`src/rtl/fmt_decode_params.svh`:
```
// Constants for the instruction format decoder: field positions and widths.
// Assumes a 16-bit instruction word; included by the package, the checker and the bench.
`ifndef FMT_DECODE_PARAMS_SVH
`define FMT_DECODE_PARAMS_SVH
`define INSN_W       16
`define REG_HI_MSB   11
`define REG_HI_LSB   8
`define REG_LO_MSB   7
`define REG_LO_LSB   4
`define DISP4_MSB    3
`define DISP8_MSB    7
`define DISP12_MSB   11
`define IMM8_MSB     7
`define R0_NUM       4'h0
`endif

```
`src/rtl/fmt_decode_pkg.sv`:
```
// Types shared by the format decoder and whoever consumes its result.
// Assumes fmt_decode_params.svh is on the include path.
`include "fmt_decode_params.svh"
package fmt_decode_pkg;
    // Operand formats
    typedef enum logic [3:0] {
        FMT_ZERO, FMT_N, FMT_M, FMT_NM, FMT_MD, FMT_ND4, FMT_NMD,
        FMT_D, FMT_D12, FMT_ND8, FMT_I, FMT_NI, FMT_BAD
    } fmt_t;
    // Addressing role of an operand
    typedef enum logic [3:0] {
        AM_NONE, AM_REG, AM_POSTINC, AM_PREDEC, AM_IDX_R0, AM_DISP_REG,
        AM_DISP_GBR, AM_IDX_GBR, AM_PC_DISP, AM_PC_BRANCH, AM_CTRL_SYS,
        AM_MAC_PAIR, AM_IMM, AM_TRAP
    } amode_t;
    // Access size for displacement scaling
    typedef enum logic [1:0] {SZ_B, SZ_W, SZ_L} size_t;
    // Decoded result
    typedef struct packed {
        logic        valid;
        fmt_t        fmt;
        amode_t      src_mode;
        amode_t      dst_mode;
        logic [3:0]  dest_reg_field;
        logic [3:0]  src_reg_field;
        logic [31:0] disp_off;   // Scaled or doubled offset
        logic        pc_align;   // Clear program_counter low two bits first
        logic [31:0] imm_val;    // Extended immediate
    } dec_t;
endpackage

```
`src/rtl/instruction_format_decoder.sv`:
```
// Instruction format decoder: classifies a 16-bit word, extracts fields.
// Assumes the fetch stage presents insn with insn_valid on the mclk domain.
//
// Summary of operation
// - Each field letter decoded distinctly by opcode
// - n format: bits 11-8 destination register
// - m format: bits 11-8 source register
// - nm format: destination 11-8, source 7-4
// - multiply accumulate: post-increment source, mac pair target
// - md format: base 7-4 disp source, r0 dest
// - nd4 format: r0 source, base+disp destination
// - nmd format: n, m, displacement fields
// - d format: 8-bit gbr, pc or branch displacement
// - d12 format: 12-bit unconditional branch offset
// - nd8 format: pc-relative load into destination
// - i format: immediate with gbr, r0, trap
// - ni format: immediate applied to destination register
// - Base displacements zero-extended, scaled 1/2/4
// - Long pc-relative data clears pc low bits
// - Branch displacements sign-extended and doubled
// - Immediates zero/sign extended, trap times four
`timescale 1ns/1ps
module instruction_format_decoder
    import fmt_decode_pkg::*;
(
    input  wire logic                  mclk,       // Core clock, 250 MHz
    input  wire logic                  sys_rst,    // Synchronous reset, high
    input  wire logic                  insn_valid, // Word present this cycle
    input  wire logic [`INSN_W-1:0]    insn,       // Instruction word
    output fmt_decode_pkg::dec_t       dec_out     // Registered decode result
);
    import fmt_decode_pkg::*;

    // ************************************************************
    // Decode state
    // ************************************************************
    dec_t dec_q;  // Registered result
    dec_t dec_d;  // Next result

    logic [3:0] hi_nib;   // Bits 15-12
    logic [3:0] lo_nib;   // Bits 3-0
    logic [7:0] lo_byte;  // Bits 7-0
    logic [3:0] f_n;      // Bits 11-8
    logic [3:0] f_m;      // Bits 7-4
    logic [7:0] f_d8;     // Eight-bit displacement / immediate
    logic [11:0] f_d12;   // Twelve-bit displacement

    assign hi_nib  = insn[15:12];
    assign lo_nib  = insn[`DISP4_MSB:0];
    assign lo_byte = insn[`DISP8_MSB:0];
    assign f_n     = insn[`REG_HI_MSB:`REG_HI_LSB];
    assign f_m     = insn[`REG_LO_MSB:`REG_LO_LSB];
    assign f_d8    = insn[`DISP8_MSB:0];
    assign f_d12   = insn[`DISP12_MSB:0];

    // ************************************************************
    // Extension helpers
    // ************************************************************
    // Zero-extend then scale by access size
    function automatic logic [31:0] zscale(input logic [7:0] d, input size_t s);
        logic [31:0] z;
        z = {24'h000000, d};
        case (s)
            SZ_W:    zscale = {z[30:0], 1'b0};
            SZ_L:    zscale = {z[29:0], 2'b00};
            default: zscale = z;
        endcase
    endfunction

    // ************************************************************
    // Field extraction and classification
    // ************************************************************
    // Unmatched words under nibbles 0 and 8 flag illegal, nibble F always; the other nibbles accept any word.
    always_comb
    begin
        dec_d = '0;
        dec_d.fmt = FMT_BAD;
        dec_d.src_mode = AM_NONE;
        dec_d.dst_mode = AM_NONE;
        case (hi_nib)
            4'h0:
            begin
                if (insn == 16'h0009 || insn == 16'h0008 || insn == 16'h000B ||
                    insn == 16'h0018 || insn == 16'h0028 || insn == 16'h0019 ||
                    insn == 16'h002B || insn == 16'h001B)
                begin
                    dec_d.fmt = FMT_ZERO;  // No operand fields
                end
                else if (lo_byte == 8'h29 || lo_byte == 8'h0A || lo_byte == 8'h1A ||
                         lo_byte == 8'h2A || lo_byte == 8'h02 || lo_byte == 8'h12 ||
                         lo_byte == 8'h22)
                begin
                    dec_d.fmt = FMT_N;
                    dec_d.dest_reg_field = f_n;
                    dec_d.dst_mode = AM_REG;
                    dec_d.src_mode = (lo_byte == 8'h29) ? AM_NONE : AM_CTRL_SYS;
                end
                else if (lo_byte == 8'h23 || lo_byte == 8'h03)
                begin
                    dec_d.fmt = FMT_M;  // Branch far through register
                    dec_d.src_reg_field = f_n;
                    dec_d.src_mode = AM_REG;
                end
                else if (lo_nib == 4'hF)
                begin
                    dec_d.fmt = FMT_NM;  // Multiply accumulate
                    dec_d.dest_reg_field = f_n;
                    dec_d.src_reg_field = f_m;
                    dec_d.src_mode = AM_POSTINC;
                    dec_d.dst_mode = AM_MAC_PAIR;
                end
                else if (lo_nib inside {4'h4, 4'h5, 4'h6})
                begin
                    dec_d.fmt = FMT_NM;  // Store indexed by r0
                    dec_d.dest_reg_field = f_n;
                    dec_d.src_reg_field = f_m;
                    dec_d.src_mode = AM_REG;
                    dec_d.dst_mode = AM_IDX_R0;
                end
                else if (lo_nib inside {4'hC, 4'hD, 4'hE})
                begin
                    dec_d.fmt = FMT_NM;  // Load indexed by r0
                    dec_d.dest_reg_field = f_n;
                    dec_d.src_reg_field = f_m;
                    dec_d.src_mode = AM_IDX_R0;
                    dec_d.dst_mode = AM_REG;
                end
            end
            4'h1:
            begin
                dec_d.fmt = FMT_NMD;  // Store with displacement
                dec_d.dest_reg_field = f_n;
                dec_d.src_reg_field = f_m;
                dec_d.src_mode = AM_REG;
                dec_d.dst_mode = AM_DISP_REG;
                dec_d.disp_off = zscale({4'h0, lo_nib}, SZ_L);
            end
            4'h5:
            begin
                dec_d.fmt = FMT_NMD;  // Load with displacement
                dec_d.dest_reg_field = f_n;
                dec_d.src_reg_field = f_m;
                dec_d.src_mode = AM_DISP_REG;
                dec_d.dst_mode = AM_REG;
                dec_d.disp_off = zscale({4'h0, lo_nib}, SZ_L);
            end
            4'h2, 4'h3, 4'h6:
            begin
                dec_d.fmt = FMT_NM;
                dec_d.dest_reg_field = f_n;
                dec_d.src_reg_field = f_m;
                dec_d.src_mode = AM_REG;
                dec_d.dst_mode = AM_REG;
                if (hi_nib == 4'h2 && lo_nib inside {4'h4, 4'h5, 4'h6})
                    dec_d.dst_mode = AM_PREDEC;
                else if (hi_nib == 4'h2 && lo_nib inside {4'h0, 4'h1, 4'h2})
                    dec_d.dst_mode = AM_REG;  // Register-indirect store
                else if (hi_nib == 4'h6 && lo_nib inside {4'h4, 4'h5, 4'h6})
                    dec_d.src_mode = AM_POSTINC;
            end
            4'h4:
            begin
                if (lo_nib == 4'hF)
                begin
                    dec_d.fmt = FMT_NM;  // Word multiply accumulate
                    dec_d.dest_reg_field = f_n;
                    dec_d.src_reg_field = f_m;
                    dec_d.src_mode = AM_POSTINC;
                    dec_d.dst_mode = AM_MAC_PAIR;
                end
                else if (lo_nib == 4'h2 || lo_nib == 4'h3)
                begin
                    dec_d.fmt = FMT_N;  // Store control to pre-decrement
                    dec_d.dest_reg_field = f_n;
                    dec_d.src_mode = AM_CTRL_SYS;
                    dec_d.dst_mode = AM_PREDEC;
                end
                else if (lo_nib == 4'h6 || lo_nib == 4'h7 || lo_nib == 4'hA ||
                         lo_nib == 4'hE || lo_byte == 8'h2B || lo_byte == 8'h0B)
                begin
                    dec_d.fmt = FMT_M;
                    dec_d.src_reg_field = f_n;
                    dec_d.src_mode = (lo_nib inside {4'h6, 4'h7}) ? AM_POSTINC : AM_REG;
                    dec_d.dst_mode = (lo_nib == 4'hB) ? AM_NONE : AM_CTRL_SYS;
                end
                else
                begin
                    dec_d.fmt = FMT_N;  // Shifts and single-register ops
                    dec_d.dest_reg_field = f_n;
                    dec_d.dst_mode = AM_REG;
                end
            end
            4'h7:
            begin
                dec_d.fmt = FMT_NI;  // Sign-extended add
                dec_d.dest_reg_field = f_n;
                dec_d.src_mode = AM_IMM;
                dec_d.dst_mode = AM_REG;
                dec_d.imm_val = {{24{f_d8[7]}}, f_d8};
            end
            4'h8:
            begin
                if (f_n[3:1] == 3'b000 || f_n[3:1] == 3'b010)
                begin
                    dec_d.fmt = (f_n[2]) ? FMT_MD : FMT_ND4;
                    dec_d.src_reg_field = f_n[2] ? f_m : `R0_NUM;
                    dec_d.dest_reg_field = f_n[2] ? `R0_NUM : f_m;
                    dec_d.src_mode = f_n[2] ? AM_DISP_REG : AM_REG;
                    dec_d.dst_mode = f_n[2] ? AM_REG : AM_DISP_REG;
                    dec_d.disp_off = zscale({4'h0, lo_nib}, f_n[0] ? SZ_W : SZ_B);
                end
                else if (f_n == 4'h8)
                begin
                    dec_d.fmt = FMT_I;  // Equality compare, sign-extended
                    dec_d.src_mode = AM_IMM;
                    dec_d.dst_mode = AM_REG;
                    dec_d.imm_val = {{24{f_d8[7]}}, f_d8};
                end
                else if (f_n == 4'h9 || f_n == 4'hB)
                begin
                    dec_d.fmt = FMT_D;  // Conditional branch
                    dec_d.src_mode = AM_PC_BRANCH;
                    dec_d.disp_off = {{23{f_d8[7]}}, f_d8, 1'b0};
                end
            end
            4'hA, 4'hB:
            begin
                dec_d.fmt = FMT_D12;  // Unconditional branch
                dec_d.src_mode = AM_PC_BRANCH;
                dec_d.disp_off = {{19{f_d12[11]}}, f_d12, 1'b0};
            end
            4'h9, 4'hD:
            begin
                dec_d.fmt = FMT_ND8;
                dec_d.dest_reg_field = f_n;
                dec_d.src_mode = AM_PC_DISP;
                dec_d.dst_mode = AM_REG;
                dec_d.pc_align = (hi_nib == 4'hD);
                dec_d.disp_off = zscale(f_d8, (hi_nib == 4'hD) ? SZ_L : SZ_W);
            end
            4'hE:
            begin
                dec_d.fmt = FMT_NI;  // Sign-extended move
                dec_d.dest_reg_field = f_n;
                dec_d.src_mode = AM_IMM;
                dec_d.dst_mode = AM_REG;
                dec_d.imm_val = {{24{f_d8[7]}}, f_d8};
            end
            4'hC:
            begin
                dec_d.src_reg_field = `R0_NUM;
                dec_d.dest_reg_field = `R0_NUM;
                if (f_n[3:2] == 2'b00)
                begin
                    dec_d.fmt = FMT_D;  // Gbr-relative transfer
                    dec_d.src_mode = f_n[3] ? AM_DISP_GBR : (f_n == 4'h3 ? AM_TRAP : AM_REG);
                    dec_d.dst_mode = AM_DISP_GBR;
                    dec_d.disp_off = zscale(f_d8, size_t'(f_n[1:0]));
                    if (f_n == 4'h3)
                    begin
                        dec_d.fmt = FMT_I;  // Trap number times four
                        dec_d.dst_mode = AM_NONE;
                        dec_d.disp_off = '0;
                        dec_d.imm_val = zscale(f_d8, SZ_L);
                    end
                end
                else if (f_n[3:2] == 2'b01)
                begin
                    dec_d.fmt = FMT_D;
                    dec_d.src_mode = AM_DISP_GBR;
                    dec_d.dst_mode = AM_REG;
                    dec_d.disp_off = zscale(f_d8, size_t'(f_n[1:0]));
                    if (f_n == 4'h7)
                    begin
                        dec_d.src_mode = AM_PC_DISP;  // Address generation into r0
                        dec_d.pc_align = 1'b1;
                        dec_d.disp_off = zscale(f_d8, SZ_L);
                    end
                end
                else
                begin
                    dec_d.fmt = FMT_I;  // Logic with zero-extended imm
                    dec_d.src_mode = AM_IMM;
                    dec_d.dst_mode = f_n[2] ? AM_IDX_GBR : AM_REG;
                    dec_d.imm_val = {24'h000000, f_d8};
                end
            end
            default:
            begin
                dec_d.fmt = FMT_BAD;
            end
        endcase
        dec_d.valid = insn_valid && (dec_d.fmt != FMT_BAD);
    end

    // ************************************************************
    // Result register
    // ************************************************************
    always_ff @(posedge mclk)
    begin
        if (sys_rst)
            dec_q <= '0;
        else
            dec_q <= dec_d;
    end

    assign dec_out = dec_q;
endmodule
```
`config.mk`:
```
export PLATFORM = sky130hd
export DESIGN_NAME = instruction_format_decoder
export DESIGN_NICKNAME = d
export VERILOG_FILES = /design/src/rtl/fmt_decode_pkg.sv /design/src/rtl/instruction_format_decoder.sv
export VERILOG_INCLUDE_DIRS = /design/src /design/src/rtl
export SDC_FILE = /design/constraint.sdc
export NUM_CORES = 1
export LEC_CHECK = 0
export BUFFER_PORTS_ARGS = -buffer_cell sky130_fd_sc_hd__buf_2
export CAP_MARGIN = 20
export CORE_AREA = 2 2 108 58
export CTS_BUF_LIST = sky130_fd_sc_hd__clkbuf_8
export CTS_CLUSTER_DIAMETER = 100
export DETAILED_ROUTE_END_ITERATION = 8
export DIE_AREA = 0 0 110 60
export GPL_ROUTABILITY_DRIVEN = 0
export PLACE_DENSITY = 0.86
export SLEW_MARGIN = 20
export SYNTH_ARGS = -nofsm -noshare
export SYNTH_HDL_FRONTEND = slang
export SYNTH_SLANG_ARGS = --single-unit
```
`constraint.sdc`:
```
create_clock -name mclk -period 3.3 [get_ports mclk]
set_input_delay 0.165 -clock mclk [delete_from_list [all_inputs] [get_ports mclk]]
set_output_delay 0.165 -clock mclk [all_outputs]
set_load 0.01 [all_outputs]
```
==> report_table.html, run 1 <==
<table>
<tr><th>Metric</th><th>Value</th></tr>
<tr><th colspan="2">Layout</th></tr>
<tr><td>Flip-flop count of the largest register after layout</td><td>46</td></tr>
<tr><td>Summed area of non-filler cells in the final layout</td><td>0.003418 mm2</td></tr>
<tr><td>Combined flip-flop and latch cell area</td><td>920.9 um2</td></tr>
<tr><td>ANT cells</td><td>0</td></tr>
<tr><td>Number of non-filler instances in the completed layout</td><td>515</td></tr>
<tr><td>Count of fill cells added during filler insertion</td><td>530</td></tr>
<tr><td>Share of final-layout standard cells stronger than drive strength 1</td><td>0.2968</td></tr>
<tr><td># nets final</td><td>460</td></tr>
<tr><td>Synthesis-to-layout area growth</td><td>9.324%</td></tr>
<tr><td>Total area of multi-input combinational cells</td><td>0.001730 mm2</td></tr>
<tr><th colspan="2">Setup path</th></tr>
<tr><td>Signal arrival time at the worst endpoint</td><td>2.10 ns</td></tr>
<tr><td>Critical path capture point type</td><td>flip-flop</td></tr>
<tr><td>Startpoint Class</td><td>primary input</td></tr>
<tr><td>Crit-path max FO</td><td>9</td></tr>
<tr><td>Crit path kind</td><td>in -&gt; reg</td></tr>
<tr><td>Data required time at the worst endpoint</td><td>3.51 ns</td></tr>
<tr><th colspan="2">STA</th></tr>
<tr><td>Pin slew with the least headroom to its limit</td><td>0.8133 ns</td></tr>
<tr><td>Number of endpoints failing setup at the final stage</td><td>0</td></tr>
<tr><td>RSZ-0062 raised after global routing</td><td>false</td></tr>
<tr><td>Hold violation total from the final report</td><td>0</td></tr>
<tr><td>Post-route setup slack</td><td>1.414 ns</td></tr>
<tr><td>Worst hold slack across all endpoints</td><td>0.1205 ns</td></tr>
<tr><td>Tightest slew margin relative to the limit</td><td>0.4521</td></tr>
<tr><td>Final worst path period share</td><td>0.5717</td></tr>
<tr><td>Period minus WS final</td><td>1.886 ns</td></tr>
<tr><td>Maximum clock frequency</td><td>530.1 MHz</td></tr>
<tr><td>Final Slew Violations</td><td>0</td></tr>
<tr><td>Sum of negative setup slack</td><td>0 ns</td></tr>
<tr><th colspan="2">Die</th></tr>
<tr><td>Placeable Area</td><td>0.005731 mm2</td></tr>
<tr><td>Initial cell density of the core</td><td>0.5456</td></tr>
<tr><td>Number of rows created at floorplan</td><td>20</td></tr>
<tr><td>Width of the die</td><td>110 um</td></tr>
<tr><td>I/O Pins</td><td>105</td></tr>
<tr><td>Area enclosed by the die boundary</td><td>0.006600 mm2</td></tr>
<tr><td>Die height</td><td>60 um</td></tr>
<tr><th colspan="2">Clock network</th></tr>
<tr><td>Post-CTS repair timing setup buffer count</td><td>0</td></tr>
<tr><td>Post-CTS Resized</td><td>0</td></tr>
<tr><td>Number of buffers added to fix hold violations after cts</td><td>0</td></tr>
<tr><td>Number of H-tree branching levels</td><td>2</td></tr>
<tr><td>Clock root buffer</td><td>sky130_fd_sc_hd__clkbuf_8</td></tr>
<tr><td>Total clock buffers created by CTS</td><td>5</td></tr>
<tr><td>Longest Clk Path Bufs</td><td>2</td></tr>
<tr><td>Worst-path clk slew</td><td>0.08 ns</td></tr>
<tr><td>TritonCTS clock tree</td><td>built</td></tr>
<tr><td>TritonCTS sink count</td><td>46</td></tr>
<tr><th colspan="2">Synth</th></tr>
<tr><td>Gate count of the mapped netlist</td><td>394</td></tr>
<tr><td>Cell taking the most area after synthesis</td><td>sky130_fd_sc_hd__dfxtp_1</td></tr>
<tr><td>Fraction of post-synthesis cell area in the top cell type by area</td><td>0.2945</td></tr>
<tr><td>Most repeated cell in the gate-level netlist after synthesis</td><td>sky130_fd_sc_hd__dfxtp_1</td></tr>
<tr><td>Main area contributors after synthesis</td><td>sky130_fd_sc_hd__dfxtp_1 (29%), sky130_fd_sc_hd__buf_4 (10%), sky130_fd_sc_hd__a21oi_1 (5.0%), sky130_fd_sc_hd__nand2_1 (4.2%), sky130_fd_sc_hd__a22oi_1 (3.6%)</td></tr>
<tr><td>Number of enable-type register cells in the synthesized netlist</td><td>0</td></tr>
<tr><td>Combined area of all synthesized cells</td><td>0.003127 mm2</td></tr>
<tr><td>Number of nets in the synthesized netlist</td><td>417</td></tr>
<tr><td>Sequential element share of the synthesized area</td><td>0.2945</td></tr>
<tr><td>Number of flip-flops and latches in the synthesized netlist</td><td>46</td></tr>
<tr><td>Dominant register cell in the synthesized netlist</td><td>sky130_fd_sc_hd__dfxtp_1</td></tr>
<tr><td>Async SR Flop Fraction</td><td>0</td></tr>
<tr><td>Synth Warn #</td><td>0</td></tr>
<tr><td>Post-synth cell types</td><td>69</td></tr>
<tr><td>Average instance area after synthesis</td><td>7.936 um2</td></tr>
<tr><td>Top cell types by occurrence after synthesis</td><td>sky130_fd_sc_hd__dfxtp_1 (46), sky130_fd_sc_hd__buf_4 (43), sky130_fd_sc_hd__nand2_1 (35), sky130_fd_sc_hd__a21oi_1 (31), sky130_fd_sc_hd__nor2_1 (30)</td></tr>
<tr><th colspan="2">Run status</th></tr>
<tr><td>Status</td><td>finished, final reports clean</td></tr>
<tr><th colspan="2">Global route</th></tr>
<tr><td>Number of global-route vias before repair</td><td>2764</td></tr>
<tr><td>Global-route total usage across every layer</td><td>0.2919</td></tr>
<tr><td>Largest net degree at the start of global routing</td><td>28</td></tr>
<tr><td>First-pass GRT wire length</td><td>14550 um</td></tr>
<tr><td>Initial antenna violation count</td><td>0</td></tr>
<tr><td>Overall overflow remaining after global route</td><td>0</td></tr>
<tr><th colspan="2">Power and ir drop</th></tr>
<tr><td>Leakage Power</td><td>1.522 nW</td></tr>
<tr><td>Maximum VDD drop</td><td>0.0001804 V</td></tr>
<tr><td>Power per unit of standard cell area</td><td>364.1 mW/mm2</td></tr>
<tr><th colspan="2">Routing</th></tr>
<tr><td>Routed wire length</td><td>9332 um</td></tr>
<tr><td>1st-pass router iterations</td><td>7</td></tr>
<tr><td>Via density per instance</td><td>6.381</td></tr>
<tr><td>Via Count</td><td>3286</td></tr>
<tr><td>Number of violations reported at the end of detailed-routing iteration 0</td><td>445</td></tr>
<tr><td>Number of routed nets with antenna violations</td><td>0</td></tr>
<tr><td>Wirelength per Cell</td><td>18.12 um</td></tr>
<tr><td>Number of DRC violations after detailed routing</td><td>0</td></tr>
<tr><th colspan="2">Worst hold path</th></tr>
<tr><td>Worst hold path type</td><td>in -&gt; reg</td></tr>
<tr><th colspan="2">Place</th></tr>
<tr><td>Number of port buffers</td><td>104</td></tr>
<tr><td>Place WS</td><td>1.159 ns</td></tr>
<tr><td>Placed Instance Area</td><td>0.003309 mm2</td></tr>
<tr><td>Number of cells after detailed placement</td><td>507</td></tr>
<tr><td>Detailed placer's ending HPWL</td><td>6794 um</td></tr>
<tr><th colspan="2">Job</th></tr>
<tr><td>Maximum Capacitance Violations</td><td>0</td></tr>
</table>
layout make-up:
class                           instances  area share
Tap cell                               77     0.02818
Clock buffer                            5     0.02013
Clock inverter                          3     0.01171
Inverter                               11     0.01208
Sequential cell                        46      0.2694
Timing Repair Buffer                  104      0.1523
Multi-Input combinational cell        269      0.5062
per-stage QoR:
stage | power [W] | util
2_1_floorplan | 0.0007656 | -
3_3_place_gp | 0.0008304 | 0.5775
3_5_place_dp | 0.0008367 | 0.5775
4_1_cts | 0.001244 | 0.5965
5_1_grt | 0.001293 | 0.5965
6_report | 0.001245 | 0.5965
power breakdown:
| part | leakage [nW] | switching, W | internal, W | total, W |
|---|---|---|---|---|
| logic | 1.09 | 0.000176 | 0.0000808 | 0.000257 |
| clock network | 0.0579 | 0.000185 | 0.000223 | 0.000408 |
| registers | 0.375 | 0.00000613 | 0.000573 | 0.000580 |
| total | 1.52 | 0.000368 | 0.000877 | 0.00124 |
worst max-delay path, cell delays in order:
cell and delay [ns]:
sky130_fd_sc_hd__buf_2 0.19, sky130_fd_sc_hd__inv_1 0.10, sky130_fd_sc_hd__ha_1 0.30, sky130_fd_sc_hd__nand2_1 0.08, sky130_fd_sc_hd__and4bb_4 0.24, sky130_fd_sc_hd__a21oi_2 0.29
sky130_fd_sc_hd__o21ai_0 0.34, sky130_fd_sc_hd__a311oi_1 0.38
routing by layer:
metal	wire [um]	GRT usage
met1	3857	0.4125
met2	3702	0.3996
met3	1518	0.1276
met4	254	0.07957
met5	0	0
layout by cell type, fill, tap and decap left out, types with 5 or more instances in the layout:
cell type	n
sky130_fd_sc_hd__buf_2	104
sky130_fd_sc_hd__dfxtp_1	46
sky130_fd_sc_hd__nand2_1	35
sky130_fd_sc_hd__a21oi_1	31
sky130_fd_sc_hd__nor2_1	30
sky130_fd_sc_hd__o21ai_0	16
sky130_fd_sc_hd__a22oi_1	15
sky130_fd_sc_hd__inv_1	10
sky130_fd_sc_hd__nand3_1	9
sky130_fd_sc_hd__a31oi_1	9
sky130_fd_sc_hd__a211oi_1	8
sky130_fd_sc_hd__and2_1	7
sky130_fd_sc_hd__nand2b_1	6
sky130_fd_sc_hd__nor2b_1	5
sky130_fd_sc_hd__o22ai_1	5
sky130_fd_sc_hd__a211o_1	5
sky130_fd_sc_hd__a221oi_1	5
sky130_fd_sc_hd__or3_1	5
sky130_fd_sc_hd__nor3_1	5
sky130_fd_sc_hd__clkbuf_8	5
kinds of logic (layout without fill, tap and decap cells):
logic type               after synthesis  count (layout)  share of synthesized area
buffers and inverters                 79             123                     0.1521
flip-flops                            46              46                     0.2945
adder cells (fa/ha/maj)                4               4                    0.01601
AO/OA/AOI/OAI                        133             133                     0.2977
AND/OR/NAND/NOR                      132             132                     0.2397
worst paths after layout:
| check | startpoint | to | slack (ns) | cells after the start |
|---|---|---|---|---|
| worst max-delay path | insn[8] | dec_out[71] | 1.41 | 8 |
| worst min-delay path | insn_valid | dec_out[85] | 0.12 | 2 |
Note: power is estimated with default switching activity, not from simulation.
==> run 2, diff against run 1 <==
Settings changed: CORE_AREA 2 2 108 58 to 2 2 112 60, DIE_AREA 0 0 110 60 to 0 0 114 62, PLACE_DENSITY 0.86 to 0.81.
Clock period 3.3 ns to 2 ns, I/O delays scaled along.
==> report_table.html, run 2 (same netlist as run 1, synthesis figures left out) <==
<table>
<tr><th>Metric</th><th>Value</th></tr>
<tr><th colspan="2">Clock network</th></tr>
<tr><td>Number of H-tree branching levels</td><td>2 (unchanged)</td></tr>
<tr><td>Number of buffers added to fix hold violations after cts</td><td>0 (unchanged)</td></tr>
<tr><td>TritonCTS sink count</td><td>46 (unchanged)</td></tr>
<tr><td>Longest Clk Path Bufs</td><td>2 (unchanged)</td></tr>
<tr><td>TritonCTS clock tree</td><td>built (unchanged)</td></tr>
<tr><td>Worst-path clk slew</td><td>0.09 ns (was 0.08 ns)</td></tr>
<tr><td>Post-CTS Resized</td><td>0 (unchanged)</td></tr>
<tr><td>Post-CTS repair timing setup buffer count</td><td>0 (unchanged)</td></tr>
<tr><td>Total clock buffers created by CTS</td><td>5 (unchanged)</td></tr>
<tr><td>Clock root buffer</td><td>sky130_fd_sc_hd__clkbuf_8 (unchanged)</td></tr>
<tr><th colspan="2">STA</th></tr>
<tr><td>Period minus WS final</td><td>1.714 ns</td></tr>
<tr><td>Hold violation total from the final report</td><td>0 (unchanged)</td></tr>
<tr><td>Final worst path period share</td><td>0.8571</td></tr>
<tr><td>RSZ-0062 raised after global routing</td><td>false (unchanged)</td></tr>
<tr><td>Final Slew Violations</td><td>0 (unchanged)</td></tr>
<tr><td>Pin slew with the least headroom to its limit</td><td>0.7279 ns (was 0.8133 ns)</td></tr>
<tr><td>Number of endpoints failing setup at the final stage</td><td>0 (unchanged)</td></tr>
<tr><td>Post-route setup slack</td><td>0.2858 ns (was 1.414 ns)</td></tr>
<tr><td>Tightest slew margin relative to the limit</td><td>0.5096 (was 0.4521)</td></tr>
<tr><td>Sum of negative setup slack</td><td>0 ns (unchanged)</td></tr>
<tr><td>Maximum clock frequency</td><td>583.4 MHz</td></tr>
<tr><th colspan="2">Die</th></tr>
<tr><td>Initial cell density of the core</td><td>0.5000 (was 0.5456)</td></tr>
<tr><td>Area enclosed by the die boundary</td><td>0.007068 mm2 (was 0.006600 mm2)</td></tr>
<tr><td>Die height</td><td>62 um (was 60 um)</td></tr>
<tr><td>Number of rows created at floorplan</td><td>21 (was 20)</td></tr>
<tr><td>Width of the die</td><td>114 um (was 110 um)</td></tr>
<tr><td>I/O Pins</td><td>105 (unchanged)</td></tr>
<tr><td>Placeable Area</td><td>0.006254 mm2 (was 0.005731 mm2)</td></tr>
<tr><th colspan="2">Global route</th></tr>
<tr><td>Overall overflow remaining after global route</td><td>0 (unchanged)</td></tr>
<tr><td>Global-route total usage across every layer</td><td>0.2927 (was 0.2919)</td></tr>
<tr><td>Number of global-route vias before repair</td><td>3056 (was 2764)</td></tr>
<tr><td>Largest net degree at the start of global routing</td><td>23 (was 28)</td></tr>
<tr><td>Initial antenna violation count</td><td>0 (unchanged)</td></tr>
<tr><td>First-pass GRT wire length</td><td>15900 um (was 14550 um)</td></tr>
<tr><th colspan="2">Routing</th></tr>
<tr><td>Via density per instance</td><td>6.335 (was 6.381)</td></tr>
<tr><td>Number of violations reported at the end of detailed-routing iteration 0</td><td>519 (was 445)</td></tr>
<tr><td>1st-pass router iterations</td><td>6 (was 7)</td></tr>
<tr><td>Wirelength per Cell</td><td>18.66 um (was 18.12 um)</td></tr>
<tr><td>Routed wire length</td><td>10300 um (was 9332 um)</td></tr>
<tr><td>Number of routed nets with antenna violations</td><td>0 (unchanged)</td></tr>
<tr><td>Number of DRC violations after detailed routing</td><td>0 (unchanged)</td></tr>
<tr><td>Via Count</td><td>3497 (was 3286)</td></tr>
<tr><th colspan="2">Power and ir drop</th></tr>
<tr><td>Leakage Power</td><td>1.689 nW (was 1.522 nW)</td></tr>
<tr><td>Fraction of power consumed by combinational cells</td><td>0.238 (was 0.207)</td></tr>
<tr><td>Pwr Total</td><td>0.002058 W (was 0.001245 W)</td></tr>
<tr><td>NetSw</td><td>0.0006523 W (was 0.0003678 W)</td></tr>
<tr><td>Maximum VDD drop</td><td>0.0002854 V (was 0.0001804 V)</td></tr>
<tr><td>Power per unit of standard cell area</td><td>556.0 mW/mm2 (was 364.1 mW/mm2)</td></tr>
<tr><td>Switching share of total power</td><td>0.3170 (was 0.2955)</td></tr>
<tr><td>Share of power burned in registers</td><td>0.464 (was 0.466)</td></tr>
<tr><td>Fraction of power consumed by the clock network</td><td>0.298 (was 0.328)</td></tr>
<tr><td>Internal power</td><td>0.001405 W (was 0.0008770 W)</td></tr>
<tr><th colspan="2">Layout</th></tr>
<tr><td># nets final</td><td>494 (was 460)</td></tr>
<tr><td>Combined flip-flop and latch cell area</td><td>920.9 um2 (unchanged)</td></tr>
<tr><td>Count of fill cells added during filler insertion</td><td>548 (was 530)</td></tr>
<tr><td>Number of non-filler instances in the completed layout</td><td>552 (was 515)</td></tr>
<tr><td>Flip-flop count of the largest register after layout</td><td>46 (unchanged)</td></tr>
<tr><td>Synthesis-to-layout area growth</td><td>18.37% (was 9.324%)</td></tr>
<tr><td>Share of final-layout standard cells stronger than drive strength 1</td><td>0.3475 (was 0.2968)</td></tr>
<tr><td>Leading cell type in the layout, fill and taps excluded</td><td>sky130_fd_sc_hd__buf_2 (unchanged)</td></tr>
<tr><td>Highest-count cells in the layout ignoring fill and taps</td><td>sky130_fd_sc_hd__buf_2 (104), sky130_fd_sc_hd__dfxtp_1 (46), sky130_fd_sc_hd__nand2_1 (35), sky130_fd_sc_hd__a21oi_1 (31), sky130_fd_sc_hd__buf_4 (31) (was sky130_fd_sc_hd__buf_2 (104), sky130_fd_sc_hd__dfxtp_1 (46), sky130_fd_sc_hd__nand2_1 (35), sky130_fd_sc_hd__a21oi_1 (31), sky130_fd_sc_hd__nor2_1 (30))</td></tr>
<tr><td>Total area of multi-input combinational cells</td><td>0.001730 mm2 (unchanged)</td></tr>
<tr><td>ANT cells</td><td>0 (unchanged)</td></tr>
<tr><th colspan="2">Setup path</th></tr>
<tr><td>Signal arrival time at the worst endpoint</td><td>1.89 ns (was 2.10 ns)</td></tr>
<tr><td>Critical path capture point type</td><td>flip-flop (unchanged)</td></tr>
<tr><td>Startpoint Class</td><td>primary input (unchanged)</td></tr>
<tr><td>Data required time at the worst endpoint</td><td>2.17 ns (was 3.51 ns)</td></tr>
<tr><td>Crit-path max FO</td><td>9 (unchanged)</td></tr>
<tr><td>Critical Path Max Stage Delay</td><td>0.48 ns (was 0.38 ns)</td></tr>
<tr><td>Crit path kind</td><td>in -&gt; reg (unchanged)</td></tr>
<tr><td>Total buffers and inverters traversed by the critical path</td><td>2 (unchanged)</td></tr>
<tr><td>Cell with the biggest individual delay on the critical path</td><td>sky130_fd_sc_hd__a311oi_1 (unchanged)</td></tr>
<tr><td>Chain of cells forming the critical path</td><td>buf_2 &gt; inv_1 &gt; ha_1 &gt; nand2_1 &gt; and4bb_4 &gt; a21oi_2 &gt; o21ai_0 &gt; a311oi_1 (unchanged)</td></tr>
<tr><td>Family with the most delay on the worst path</td><td>compound AO/OA/AOI/OAI gates (unchanged)</td></tr>
<tr><th colspan="2">Worst hold path</th></tr>
<tr><td>Worst hold path type</td><td>in -&gt; reg (unchanged)</td></tr>
<tr><th colspan="2">Job</th></tr>
<tr><td>Maximum Capacitance Violations</td><td>0 (unchanged)</td></tr>
<tr><th colspan="2">Run status</th></tr>
<tr><td>Status</td><td>finished, final reports clean (unchanged)</td></tr>
<tr><th colspan="2">Place</th></tr>
<tr><td>Number of cells after detailed placement</td><td>544 (was 507)</td></tr>
<tr><td>Detailed placer's ending HPWL</td><td>7774 um (was 6794 um)</td></tr>
<tr><td>Place WS</td><td>0.06630 ns (was 1.159 ns)</td></tr>
<tr><td>Number of port buffers</td><td>104 (unchanged)</td></tr>
</table>
run 2: cell count changes in the layout (fill, tap and decap cells not counted), sizes merged:
| cell | before | now |
|---|---|---|
| clkinv | 3 | 2 |
| clkbuf | 5 | 6 |
| clkinvlp | 0 | 1 |
| bufinv | 1 | 0 |
| buf | 104 | 138 |
run 2: power groups by stage:
| stage | registers (W) | logic, W | clock network, W |
|---|---|---|---|
| 2_1_floorplan | 0.000994 | 0.000269 | 0 |
| 6_report | 0.000955 | 0.000490 | 0.000613 |
| 3_5_place_dp | 0.000976 | 0.000469 | 0 |
| 5_1_grt | 0.000959 | 0.000522 | 0.000661 |
| 4_1_cts | 0.000955 | 0.000471 | 0.000614 |
| 3_3_place_gp | 0.000976 | 0.000457 | 0 |
run 2: metal layers:
layer | track usage | wire (um) | vias to the layer above
met5 | 0 | 0 | -
met4 | 0.04878 | 190 | 0
met3 | 0.1222 | 1670 | 37
met2 | 0.4218 | 4147 | 300
met1 | 0.4153 | 4292 | 1605
li1 | - | - | 1555
run 2: path summary, 6_finish.rpt:
check       start           to  cells past startpoint
min    insn_valid  dec_out[85]                      2
max       insn[9]  dec_out[70]                      8
run 2: area by class of cell:
class	instances	area share
inverter	11	0.01116
clock inverter	2	0.003381
multi-input combinational	269	0.4675
clock buffer	6	0.02231
tap	80	0.02705
sequential	46	0.2488
timing repair buffer	138	0.2197
run 2: per-stage QoR:
step           hold slack (ns)    util  cell area (um2)
2_1_floorplan           0.2396       -             3127
3_3_place_gp            0.3494  0.5766             3606
3_5_place_dp            0.3602  0.5766             3606
4_1_cts                0.03512  0.5918             3701
5_1_grt                0.02960  0.5918             3701
6_report               0.03253  0.5918             3701
==> run 3, diff against run 2 <==
Settings changed: BUFFER_PORTS_ARGS -buffer_cell sky130_fd_sc_hd__buf_2 to -buffer_cell sky130_fd_sc_hd__buf_4.
==> report_table.html, run 3 (same netlist as run 1, synthesis figures left out) <==
<table>
<tr><th>Metric</th><th>Value</th></tr>
<tr><th colspan="2">STA</th></tr>
<tr><td>Tightest slew margin relative to the limit</td><td>0.4588 (was 0.5096)</td></tr>
<tr><td>RSZ-0062 raised after global routing</td><td>false (unchanged)</td></tr>
<tr><td>Period minus WS final</td><td>1.618 ns (was 1.714 ns)</td></tr>
<tr><td>Final worst path period share</td><td>0.8089 (was 0.8571)</td></tr>
<tr><td>Maximum clock frequency</td><td>618.1 MHz (was 583.4 MHz)</td></tr>
<tr><td>Worst hold slack across all endpoints</td><td>0.04171 ns (was 0.03253 ns)</td></tr>
<tr><td>Pin slew with the least headroom to its limit</td><td>0.8013 ns (was 0.7279 ns)</td></tr>
<tr><td>Final Slew Violations</td><td>0 (unchanged)</td></tr>
<tr><td>Number of endpoints failing setup at the final stage</td><td>0 (unchanged)</td></tr>
<tr><td>Sum of negative setup slack</td><td>0 ns (unchanged)</td></tr>
<tr><td>Hold violation total from the final report</td><td>0 (unchanged)</td></tr>
<tr><th colspan="2">Power and ir drop</th></tr>
<tr><td>Leakage Power</td><td>1.558 nW (was 1.689 nW)</td></tr>
<tr><td>Maximum VDD drop</td><td>0.0003330 V (was 0.0002854 V)</td></tr>
<tr><td>NetSw</td><td>0.0006343 W (was 0.0006523 W)</td></tr>
<tr><td>Pwr Total</td><td>0.002030 W (was 0.002058 W)</td></tr>
<tr><td>Switching share of total power</td><td>0.3124 (was 0.3170)</td></tr>
<tr><td>Power per unit of standard cell area</td><td>545.7 mW/mm2 (was 556.0 mW/mm2)</td></tr>
<tr><td>Fraction of power consumed by combinational cells</td><td>0.231 (was 0.238)</td></tr>
<tr><td>Internal power</td><td>0.001396 W (was 0.001405 W)</td></tr>
<tr><td>Share of power burned in registers</td><td>0.471 (was 0.464)</td></tr>
<tr><td>Fraction of power consumed by the clock network</td><td>0.297 (was 0.298)</td></tr>
<tr><th colspan="2">Setup path</th></tr>
<tr><td>Crit path kind</td><td>in -&gt; reg (unchanged)</td></tr>
<tr><td>Signal arrival time at the worst endpoint</td><td>1.88 ns (was 1.89 ns)</td></tr>
<tr><td>Chain of cells forming the critical path</td><td>buf_4 &gt; o41ai_1 &gt; nand2_1 &gt; a21oi_1 &gt; and3_1 &gt; a211o_1 (was buf_2 &gt; inv_1 &gt; ha_1 &gt; nand2_1 &gt; and4bb_4 &gt; a21oi_2 &gt; o21ai_0 &gt; a311oi_1)</td></tr>
<tr><td>Critical Path Max Stage Delay</td><td>0.76 ns (was 0.48 ns)</td></tr>
<tr><td>Startpoint Class</td><td>primary input (unchanged)</td></tr>
<tr><td>Crit-path max FO</td><td>14 (was 9)</td></tr>
<tr><td>Launch point of the worst path</td><td>insn[4] (was insn[9])</td></tr>
<tr><td>Data required time at the worst endpoint</td><td>2.26 ns (was 2.17 ns)</td></tr>
<tr><td>Cell with the biggest individual delay on the critical path</td><td>sky130_fd_sc_hd__o41ai_1 (was sky130_fd_sc_hd__a311oi_1)</td></tr>
<tr><td>Critical path capture point type</td><td>flip-flop (unchanged)</td></tr>
<tr><th colspan="2">Clock network</th></tr>
<tr><td>Total clock buffers created by CTS</td><td>5 (unchanged)</td></tr>
<tr><td>TritonCTS sink count</td><td>46 (unchanged)</td></tr>
<tr><td>Worst-path clk slew</td><td>0.09 ns (about the same)</td></tr>
<tr><td>Clock root buffer</td><td>sky130_fd_sc_hd__clkbuf_8 (unchanged)</td></tr>
<tr><td>Number of H-tree branching levels</td><td>2 (unchanged)</td></tr>
<tr><td>Number of buffers added to fix hold violations after cts</td><td>0 (unchanged)</td></tr>
<tr><td>Post-CTS repair timing setup buffer count</td><td>0 (unchanged)</td></tr>
<tr><td>TritonCTS clock tree</td><td>built (unchanged)</td></tr>
<tr><td>Post-CTS Resized</td><td>0 (unchanged)</td></tr>
<tr><td>Longest Clk Path Bufs</td><td>2 (unchanged)</td></tr>
<tr><th colspan="2">Global route</th></tr>
<tr><td>Largest net degree at the start of global routing</td><td>28 (was 23)</td></tr>
<tr><td>Number of global-route vias before repair</td><td>2904 (was 3056)</td></tr>
<tr><td>Busiest metal layer after global routing</td><td>met2 (unchanged)</td></tr>
<tr><td>Met2 Resource Use GR</td><td>0.3963 (was 0.4218)</td></tr>
<tr><td>First-pass GRT wire length</td><td>15300 um (was 15900 um)</td></tr>
<tr><td>Initial antenna violation count</td><td>0 (unchanged)</td></tr>
<tr><td>Overall overflow remaining after global route</td><td>0 (unchanged)</td></tr>
<tr><td>Global-route total usage across every layer</td><td>0.2805 (was 0.2927)</td></tr>
<tr><td>Global-route track usage on met3</td><td>0.1154 (was 0.1222)</td></tr>
<tr><td>Met1 track demand over resource in global routing</td><td>0.3945 (was 0.4153)</td></tr>
<tr><th colspan="2">Die</th></tr>
<tr><td>Area enclosed by the die boundary</td><td>0.007068 mm2 (unchanged)</td></tr>
<tr><td>Placeable Area</td><td>0.006254 mm2 (unchanged)</td></tr>
<tr><td>Width of the die</td><td>114 um (unchanged)</td></tr>
<tr><td>Number of rows created at floorplan</td><td>21 (unchanged)</td></tr>
<tr><td>Initial cell density of the core</td><td>0.5000 (unchanged)</td></tr>
<tr><td>Die height</td><td>62 um (unchanged)</td></tr>
<tr><td>I/O Pins</td><td>105 (unchanged)</td></tr>
<tr><th colspan="2">Routing</th></tr>
<tr><td>Routed wire length</td><td>10160 um (was 10300 um)</td></tr>
<tr><td>1st-pass router iterations</td><td>6 (unchanged)</td></tr>
<tr><td>Via density per instance</td><td>6.352 (was 6.335)</td></tr>
<tr><td>Wirelength per Cell</td><td>19.36 um (was 18.66 um)</td></tr>
<tr><td>Number of routed nets with antenna violations</td><td>0 (unchanged)</td></tr>
<tr><td>Number of violations reported at the end of detailed-routing iteration 0</td><td>504 (was 519)</td></tr>
<tr><td>Number of DRC violations after detailed routing</td><td>0 (unchanged)</td></tr>
<tr><td>Via Count</td><td>3335 (was 3497)</td></tr>
<tr><th colspan="2">Layout</th></tr>
<tr><td>ANT cells</td><td>0 (unchanged)</td></tr>
<tr><td>Highest-count cells in the layout ignoring fill and taps</td><td>sky130_fd_sc_hd__buf_4 (111), sky130_fd_sc_hd__dfxtp_1 (46), sky130_fd_sc_hd__nand2_1 (35), sky130_fd_sc_hd__a21oi_1 (31), sky130_fd_sc_hd__nor2_1 (30) (was sky130_fd_sc_hd__buf_2 (104), sky130_fd_sc_hd__dfxtp_1 (46), sky130_fd_sc_hd__nand2_1 (35), sky130_fd_sc_hd__a21oi_1 (31), sky130_fd_sc_hd__buf_4 (31))</td></tr>
<tr><td>Count of fill cells added during filler insertion</td><td>559 (was 548)</td></tr>
<tr><td>Synthesis-to-layout area growth</td><td>19.01% (was 18.37%)</td></tr>
<tr><td># nets final</td><td>467 (was 494)</td></tr>
<tr><td>Finished Core Util</td><td>0.5950 (was 0.5918)</td></tr>
<tr><td>Leading cell type in the layout, fill and taps excluded</td><td>sky130_fd_sc_hd__buf_4 (was sky130_fd_sc_hd__buf_2)</td></tr>
<tr><td>Flip-flop count of the largest register after layout</td><td>46 (unchanged)</td></tr>
<tr><td>Share of final-layout standard cells stronger than drive strength 1</td><td>0.3079 (was 0.3475)</td></tr>
<tr><th colspan="2">Place</th></tr>
<tr><td>Detailed placer's ending HPWL</td><td>7402 um (was 7774 um)</td></tr>
<tr><td>Number of port buffers</td><td>104 (unchanged)</td></tr>
<tr><th colspan="2">Job</th></tr>
<tr><td>Maximum Capacitance Violations</td><td>0 (unchanged)</td></tr>
<tr><th colspan="2">Worst hold path</th></tr>
<tr><td>Terminating pin of the worst hold path</td><td>dec_out[85] (unchanged)</td></tr>
<tr><td>Start point of the worst hold path</td><td>insn_valid (unchanged)</td></tr>
<tr><td>Worst hold path type</td><td>in -&gt; reg (unchanged)</td></tr>
<tr><td>Cells on Worst Hold Path</td><td>2 (unchanged)</td></tr>
<tr><th colspan="2">Run status</th></tr>
<tr><td>Status</td><td>finished, final reports clean (unchanged)</td></tr>
</table>
[run 3: worst max-delay path by stage]
stage,to,cells after the start
6_report,dec_out[66],6
5_1_grt,dec_out[71],8
4_1_cts,dec_out[85],8
3_5_place_dp,dec_out[75],8
3_3_place_gp,dec_out[66],6
2_1_floorplan,dec_out[79],8
[run 3: power by group through the flow]
stage                     sequential (W)  combinational [W]  clock, W
after global placement          0.000978           0.000441         0
after floorplan                 0.000994           0.000269         0
after global routing            0.000960           0.000498  0.000644
final                           0.000957           0.000470  0.000604
after detailed placement        0.000979           0.000447         0
after CTS                       0.000958           0.000452  0.000610
[run 3: cell type report]
class,instances,area (um2),area share
clock inverters,2,12.51,0.003362
well taps,80,100.1,0.02690
clock buffers,6,82.58,0.02219
multi-input cells,269,1730,0.4650
flip-flops and latches,46,920.9,0.2475
repair buffers,111,833.3,0.2239
inverters,11,41.29,0.01110
[run 3: metrics by stage]
step	worst slack (ns)	instance area [um2]	cells
finish	0.3822	3721	525
global route	0.2660	3721	525
CTS	0.4498	3721	525
detailed placement	0.1434	3626	517
global placement	0.09105	3626	517
floorplan	0.3293	3127	394
[run 3: critical path: cells and delay by family]
family	cells	cell delay, ns
AND/OR/NAND/NOR	2	0.33
buffers and inverters	1	0.17
AO/OA/AOI/OAI	3	1.27
[run 3: routing by layer]
layer	wire [um]	vias up	share of wire
li1	-	1506	-
met1	4348	1490	0.43
met2	3973	301	0.39
met3	1635	38	0.16
met4	206	0	0.020
met5	0	-	0
